## src/core/pin_mux_regs.vh

```
// constants for the shared quadrature, timer, spi clock and test reset pin group
`ifndef PIN_MUX_REGS_VH
`define PIN_MUX_REGS_VH
`define PUD_JTAG_BIT      0
`define PORTC_PHASE_A_BIT 4
`define PORTC_PHASE_B_BIT 5
`define PORTC_MARKER_BIT  6
`define PORTC_REF_BIT     7
`define PORTE_SCLK_BIT    4
`define PORTC_PULL_RST    8'hff
`define PORTE_PULL_RST    8'hff
`define PUD_RST           8'h00
`define FUNC_PERIPH       2'h0
`define FUNC_TIMER        2'h1
`define FUNC_GPIO         2'h2
`endif

```

## src/core/quad_timer_spi_pin_mux.v

```verilog
// pin mux and pull-up control for test reset, quadrature decoder 0 and spi 0 clock pins
`timescale 1ns/1ps
`include "pin_mux_regs.vh"
// Contract
// - a low on the test reset pin resets the test access port controller.
// - setting the jtag disable bit removes the test reset pull-up.
// - phase a pin: decoder phase a, timer ch0 or gpio; default phase a.
// - clearing port c bit 4 pull-up enable removes phase a pull-up.
// - phase b pin: decoder phase b, timer ch1 or gpio; default phase b.
// - clearing port c bit 5 pull-up enable removes phase b pull-up.
// - marker pin: decoder index, timer ch2 or gpio; default index.
// - clearing port c bit 6 pull-up enable removes marker pull-up.
// - reference pin: decoder home, timer ch3 or gpio; default home.
// - clearing port c bit 7 pull-up enable removes reference pull-up.
// - spi clock pin drives out in master mode, is clock input in slave.
// - spi clock pin shared with port e bit 4; default spi clock.
// - clearing port e bit 4 pull-up enable removes spi clock pull-up.
// - in gpio function each pin is individually input or output.
module quad_timer_spi_pin_mux (
	input  wire       core_clk_in,          // 125 MHz core clock
	input  wire       srst_in,              // synchronous reset, active high
	input  wire       clk_en_in,            // freezes all state while low and srst_in is low
	input  wire [7:0] pullup_disable_ctrl_in, // pull-up disable control, bit 0 jtag
	input  wire [7:0] portc_pullup_enable_in, // port c pull-up enables
	input  wire [7:0] porte_pullup_enable_in, // port e pull-up enables
	input  wire [7:0] quad_func_sel_in,     // 2-bit function per quad pin, pin0 in [1:0]
	input  wire       sclk_gpio_sel_in,     // 1 selects port e bit4 gpio on spi clock pin
	input  wire [4:0] gpio_dir_in,          // 1 = output, [3:0] port c 4..7, [4] port e 4
	input  wire [4:0] gpio_out_in,          // gpio output values, same order
	input  wire [3:0] timer_a_out_in,       // timer a ch0..3 output values
	input  wire [3:0] timer_a_oe_in,        // timer a ch0..3 drive enables
	input  wire       spi0_master_in,       // spi 0 in master mode
	input  wire       spi0_sclk_out_in,     // spi 0 clock from the spi block in master mode
	input  wire       test_reset_n_pin_in,  // test reset pin, active low
	input  wire [3:0] quad_pin_in,          // pad levels: phase a, phase b, marker, reference
	input  wire       sclk_pin_in,          // spi clock pad level
	output reg  [3:0] quad_pin_out,         // pad output values
	output reg  [3:0] quad_pin_oe_out,      // pad drive enables, high drives
	output reg  [3:0] quad_pull_en_out,     // pad pull-up enables
	output reg        sclk_pin_out,         // spi clock pad output
	output reg        sclk_pin_oe_out,      // spi clock pad drive enable
	output reg        sclk_pull_en_out,     // spi clock pad pull-up enable
	output reg        test_reset_pull_en_out, // test reset pad pull-up enable
	output reg        tap_reset_n_out,      // reset to the test access port, active low
	output reg        quad_phase_a_0_out,   // decoder 0 phase a input
	output reg        quad_phase_b_0_out,   // decoder 0 phase b input
	output reg        quad_marker_0_out,    // decoder 0 index input
	output reg        quad_reference_0_out, // decoder 0 home input
	output reg  [3:0] timer_a_in_out,       // timer a ch0..3 inputs
	output reg  [4:0] gpio_in_out,          // gpio input values, port c 4..7, port e 4
	output reg        spi0_sclk_in_out      // spi 0 clock input in slave mode
);

	// synchroniser stages for the pad inputs
	reg  [3:0] quad_meta_q;
	reg  [3:0] quad_sync_q;
	reg        sclk_meta_q;
	reg        sclk_sync_q;
	reg        trst_meta_q;
	reg        trst_sync_q;
	// registered pull-up controls
	reg  [7:0] portc_pull_q;
	reg  [7:0] porte_pull_q;
	reg  [7:0] pud_q;

	// code 3 is unused and falls back to the decoder function
	function [1:0] func_of;
		input [7:0] sel;
		input integer idx;
		begin
			func_of = sel[idx*2 +: 2];
			if (func_of != `FUNC_TIMER && func_of != `FUNC_GPIO)
				func_of = `FUNC_PERIPH;
		end
	endfunction

	// two-stage synchronisers for all pad inputs
	// reset to the pulled level so no false edge follows reset
	always @(posedge core_clk_in) begin
		if (srst_in) begin
			quad_meta_q <= 4'hf;
			quad_sync_q <= 4'hf;
			sclk_meta_q <= 1'h1;
			sclk_sync_q <= 1'h1;
			trst_meta_q <= 1'h1;
			trst_sync_q <= 1'h1;
		end else if (clk_en_in) begin
			quad_meta_q <= quad_pin_in;
			quad_sync_q <= quad_meta_q;
			sclk_meta_q <= sclk_pin_in;
			sclk_sync_q <= sclk_meta_q;
			trst_meta_q <= test_reset_n_pin_in;
			trst_sync_q <= trst_meta_q;
		end
	end

	// pull-up controls take one edge here and one more at the pad enables
	always @(posedge core_clk_in) begin
		if (srst_in) begin
			portc_pull_q <= `PORTC_PULL_RST;
			porte_pull_q <= `PORTE_PULL_RST;
			pud_q        <= `PUD_RST;
		end else if (clk_en_in) begin
			portc_pull_q <= portc_pullup_enable_in;
			porte_pull_q <= porte_pullup_enable_in;
			pud_q        <= pullup_disable_ctrl_in;
		end
	end

	// test reset: pin low resets the tap; not tied to device reset here
	always @(posedge core_clk_in) begin
		if (clk_en_in || srst_in)
			tap_reset_n_out <= trst_sync_q;
	end

	// test reset pull-up is on in reset, then follows the disable bit
	always @(posedge core_clk_in) begin
		if (srst_in)
			test_reset_pull_en_out <= 1'h1;
		else if (clk_en_in)
			test_reset_pull_en_out <= ~pud_q[`PUD_JTAG_BIT];
	end

	// per-pin output mux: only the selected function may drive the pad
	genvar g;
	generate
		for (g = 0; g < 4; g = g + 1) begin : quad_pin
			always @(posedge core_clk_in) begin
				if (srst_in) begin
					quad_pin_out[g]     <= 1'h0;
					quad_pin_oe_out[g]  <= 1'h0;
					quad_pull_en_out[g] <= 1'h1;
					timer_a_in_out[g]   <= 1'h0;
				end else if (clk_en_in) begin
					quad_pull_en_out[g] <= portc_pull_q[`PORTC_PHASE_A_BIT + g];
					// pad enables stay low for the decoder function
					case (func_of(quad_func_sel_in, g))
						`FUNC_TIMER: begin
							quad_pin_out[g]    <= timer_a_out_in[g];
							quad_pin_oe_out[g] <= timer_a_oe_in[g];
						end
						`FUNC_GPIO: begin
							quad_pin_out[g]    <= gpio_out_in[g];
							quad_pin_oe_out[g] <= gpio_dir_in[g];
						end
						default: begin
							quad_pin_out[g]    <= 1'h0;
							quad_pin_oe_out[g] <= 1'h0;
						end
					endcase
					if (func_of(quad_func_sel_in, g) == `FUNC_TIMER) begin
						timer_a_in_out[g] <= quad_sync_q[g];
					end else begin
						timer_a_in_out[g] <= 1'h0;
					end
				end
			end
		end
	endgenerate

	// gpio inputs: one process owns all five bits; unselected pins read 0
	integer i;
	always @(posedge core_clk_in) begin
		if (srst_in) begin
			gpio_in_out <= 5'h00;
		end else if (clk_en_in) begin
			for (i = 0; i < 4; i = i + 1) begin
				if (func_of(quad_func_sel_in, i) == `FUNC_GPIO) begin
					gpio_in_out[i] <= quad_sync_q[i];
				end else begin
					gpio_in_out[i] <= 1'h0;
				end
			end
			if (sclk_gpio_sel_in) begin
				gpio_in_out[4] <= sclk_sync_q;
			end else begin
				gpio_in_out[4] <= 1'h0;
			end
		end
	end

	// decoder inputs idle high (pulled) when the pin serves another function
	always @(posedge core_clk_in) begin
		if (srst_in) begin
			quad_phase_a_0_out   <= 1'h1;
			quad_phase_b_0_out   <= 1'h1;
			quad_marker_0_out    <= 1'h1;
			quad_reference_0_out <= 1'h1;
		end else if (clk_en_in) begin
			quad_phase_a_0_out   <= (func_of(quad_func_sel_in, 0) == `FUNC_PERIPH) ? quad_sync_q[0] : 1'h1;
			quad_phase_b_0_out   <= (func_of(quad_func_sel_in, 1) == `FUNC_PERIPH) ? quad_sync_q[1] : 1'h1;
			quad_marker_0_out    <= (func_of(quad_func_sel_in, 2) == `FUNC_PERIPH) ? quad_sync_q[2] : 1'h1;
			quad_reference_0_out <= (func_of(quad_func_sel_in, 3) == `FUNC_PERIPH) ? quad_sync_q[3] : 1'h1;
		end
	end

	// spi clock pin: spi function by default, gpio when selected
	always @(posedge core_clk_in) begin
		if (srst_in) begin
			sclk_pin_out     <= 1'h0;
			sclk_pin_oe_out  <= 1'h0;
			sclk_pull_en_out <= 1'h1;
			spi0_sclk_in_out <= 1'h0;
		end else if (clk_en_in) begin
			sclk_pull_en_out <= porte_pull_q[`PORTE_SCLK_BIT];
			if (sclk_gpio_sel_in) begin
				sclk_pin_out     <= gpio_out_in[4];
				sclk_pin_oe_out  <= gpio_dir_in[4];
				spi0_sclk_in_out <= 1'h0;
			end else begin
				sclk_pin_out     <= spi0_sclk_out_in;
				sclk_pin_oe_out  <= spi0_master_in;
				spi0_sclk_in_out <= spi0_master_in ? 1'h0 : sclk_sync_q;
			end
		end
	end

endmodule // quad_timer_spi_pin_mux

```

## config.mk

```make
export PLATFORM = sky130hd
export DESIGN_NAME = quad_timer_spi_pin_mux
export DESIGN_NICKNAME = d
export VERILOG_FILES = /design/src/core/quad_timer_spi_pin_mux.v
export VERILOG_INCLUDE_DIRS = /design/src /design/src/core
export SDC_FILE = /design/constraint.sdc
export NUM_CORES = 1
export LEC_CHECK = 0
export ABC_CLOCK_PERIOD_IN_PS = 1550
export BUFFER_PORTS_ARGS = -buffer_cell sky130_fd_sc_hd__buf_2
export CAP_MARGIN = 25
export CORE_ASPECT_RATIO = 1.25
export CORE_MARGIN = 5
export CORE_UTILIZATION = 49
export CTS_BUF_LIST = sky130_fd_sc_hd__clkbuf_4 sky130_fd_sc_hd__clkbuf_8
export CTS_CLUSTER_SIZE = 25
export DETAILED_ROUTE_END_ITERATION = 6
export PLACE_DENSITY = 0.93
export SYNTH_ARGS = -nofsm -noshare
export SYNTH_HDL_FRONTEND = slang
export SYNTH_SLANG_ARGS = --single-unit
```

## constraint.sdc

```tcl
create_clock -name core_clk_in -period 1.55 [get_ports core_clk_in]
set_clock_uncertainty 0.1 [all_clocks]
set_input_delay 0.2325 -clock core_clk_in [delete_from_list [all_inputs] [get_ports core_clk_in]]
set_output_delay 0.2325 -clock core_clk_in [all_outputs]
set_load 0.005 [all_outputs]
```

==> impl_metrics.csv <==
group,metric,value,unit
outcome,status,"completed",
route,wl,4520,um
place,io_buffers,74,
power_and_ir_drop,ir_drop,0.517,mV
setup_path,crit_arrival,0.79,ns
clocking,cts.sinks,49,
route,dr_total_vias,1719,
synthesis,syn_nets,277,
route,drtIter0Drc,118,
min_path,hp-class,"in -> reg",
synthesis,syn_avg_cell_area,10.2,sq um
timing,drv_slew,0,
die,fp.dieW,68.7,um
synthesis,synthCells,207,
setup_path,critPathRequiredTime,1.22,ns
clocking,post-cts-setup-buffer-count,0,
global_routing,grt_pass1_vias,1672,
timing,slew_headroom,71.4,%
die,io_pins,93,
setup_path,cp.depth,1,
clocking,cts_max_level,2,
die,start_util,51.0,%
die,placementRows,26,
setup_path,slowest_delay,0.36,ns
clocking,ctsHoldBuffers,0,
timing,hold_violations,0,
clocking,cts_tree,"yes",
power_and_ir_drop,powerDensity,1040,mW/mm^2
setup_path,path_class,"reg -> out",
global_routing,antenna_found_initial,0,
clocking,clkTransAtPathRegs,0.09,ns
clocking,clk_latency,0.30,ns
setup_path,endpoint,"tap_reset_n_out",
setup_path,end_kind,"output pin",
global_routing,grt_util_all_layers,16.3,%
setup_path,worstReg2RegEnd,"quad_meta_q[0]$_SDFFE_PP1P_",
timing,worst_pin_slew,0.429,ns
clocking,ctsResizeCount,0,
clocking,root_buffer,"clkbuf_8",
clocking,cts_buffer_depth,2,
global_routing,grt_max_degree,40,
clocking,numCtsBuffers,5,
global_routing,grt_pass1_wl,7200,um
layout,diodes,0,
synthesis,synth.distinct_cells,27,
synthesis,syn-cell-area,0.00211,sq mm
setup_path,startpoint,"tap_reset_n_out$_DFFE_PP_",
setup_path,cpMaxStageDelayCell,"edfxtp_1",
place,dp_hpwl,3320,um
synthesis,synth_async_sr_flop_share,0,%
die,die_height,83.3,um
setup_path,startpoint_type,"flop",
setup_path,worstReg2RegStart,"quad_meta_q[0]$_SDFFE_PP1P_",
synthesis,ys_seq_area_share,47.0,%
synthesis,synth_top_flop_cell,"dfxtp_1",
timing,min_period_over_period,72.3,%
synthesis,yosysTopAreaCell,"dfxtp_1",
setup_path,r2r_cells,2,
route,routed_via_density,5.10,
die,die_area,0.00572,sq mm
synthesis,synth_edf_count,1,
global_routing,grt.overflow.total,0,
timing,post-route-worst-setup-slack,0.429,ns
setup_path,crit_chain,"buf_2",
synthesis,yosys_warnings,0,
timing,layout_min_cycle_time,1.12,ns
power_and_ir_drop,p_leak,1.22,nW
place,preCtsSetupSlack,0.128,ns
timing,setup_viol,0,
route,route.detailed.drc,0,
place,gp_congestion,0.776,
synthesis,netlist_top_cells_area,"dfxtp_1, a211o_1, nor2b_1, ha_1, nand2b_1",
synthesis,ys_seq_elements,49,
job,maxCapViolations,0,
setup_path,critPathTopFamily,"flip-flops",
min_path,holdPathStages,2,
die,design.core.area,0.00413,sq mm
route,antenna_left,0,
synthesis,synth_top_area_share,45.6,%
setup_path,timing.critical_path.buf_inv,1,
layout,nNetsFinal,350,
timing,grt_setup_unrepaired,"false",
setup_path,path_max_fanout,1,
timing,setup_tns,0,ns
route,wl_per_cell,13.4,um
layout,drive_gt1_share,33.5,%
route,first_pass_iters,4,
timing,fmax,892,MHz
setup_path,reg2reg_slack,0.65,ns
layout,area_growth,26.3,%
how the worst min path moves through the flow:
stage,from,endpoint
5_1_grt,quad_pin_in[2],quad_meta_q[2]$_SDFFE_PP1P_
3_3_place_gp,trst_sync_q$_SDFFE_PP1P_,tap_reset_n_out$_DFFE_PP_
3_5_place_dp,trst_sync_q$_SDFFE_PP1P_,tap_reset_n_out$_DFFE_PP_
4_1_cts,sclk_pin_in,sclk_meta_q$_SDFFE_PP1P_
2_1_floorplan,portc_pullup_enable_in[4],portc_pull_q[4]$_SDFFE_PP1P_
6_report,quad_pin_in[2],quad_meta_q[2]$_SDFFE_PP1P_
Yosys cell counts (5+ instances only):
library cell and n:
dfxtp_1 48, a211o_1 22, nor2b_1 22, inv_1 16
a21oi_1 10, nand2b_1 10, nand3_1 9, a22oi_1 8
ha_1 8, nor2_1 7, o32ai_1 6, buf_2 5
buf_6 5, clkbuf_1 5
per-layer routing:
metal	wire [um]	GRT usage (%)
met1	1740	16.8
met2	2360	29.3
met3	342	4.86
met4	72	6.33
met5	0	0
final cells by class:
cell class              instances  area, sq um
well taps                      56         70.1
flip-flops and latches         49          991
repair buffers                 82          455
clock inverters                 3         68.8
clock buffers                   5         68.8
multi-input cells             126          950
fillers                       348         1470
inverters                      16         60.1
cells in the final DEF (no fill, tap or decap), drive strengths merged, types with 8 or more instances in the layout:
cell type | synthesis | routed
nand2b | 10 | 10
a211o | 22 | 22
dfxtp | 48 | 48
o32ai | 8 | 8
nor2b | 22 | 22
a21oi | 10 | 10
nand3 | 9 | 9
inv | 16 | 17
buf | 11 | 82
ha | 8 | 8
a22oi | 8 | 8
where the power goes:
| part | internal [mW] | total [mW] | leakage, nW | switching, mW |
|---|---|---|---|---|
| clock network | 0.649 | 1.08 | 0.0687 | 0.432 |
| registers | 1.33 | 1.36 | 0.404 | 0.0327 |
| logic | 0.178 | 0.335 | 0.746 | 0.157 |
per-stage QoR:
step / total power [mW] / std cells / hold WS [ns] / cell area (sq um) / util, %
after floorplan: 1.59 / 207 / 0.255 / 2110 / -
after global placement: 1.71 / 329 / 0.307 / 2530 / 61.1
after detailed placement: 1.72 / 329 / 0.313 / 2530 / 61.1
after CTS: 2.80 / 337 / 0.0284 / 2660 / 64.5
after global routing: 2.90 / 337 / 0.0275 / 2660 / 64.5
final: 2.78 / 337 / 0.0334 / 2660 / 64.5
sequential cells by signal, indices dropped and copies added, names as in the netlist, 4 cells and up:
register          count
timer_a_in_out        4
quad_pin_out          4
gpio_in_out           5
portc_pull_q          4
quad_pin_oe_out       4
quad_pull_en_out      4
quad_sync_q           4
quad_meta_q           4
cells by family after synthesis:
kind of cell | count (synthesis) | share of synthesized area, %
simple gates | 60 | 17.5
buf+inv | 32 | 7.95
flops | 49 | 47.0
fa+ha+maj | 8 | 4.75
mux | 3 | 1.42
compound gates | 55 | 21.4
Power figures use the tool's default switching activity.
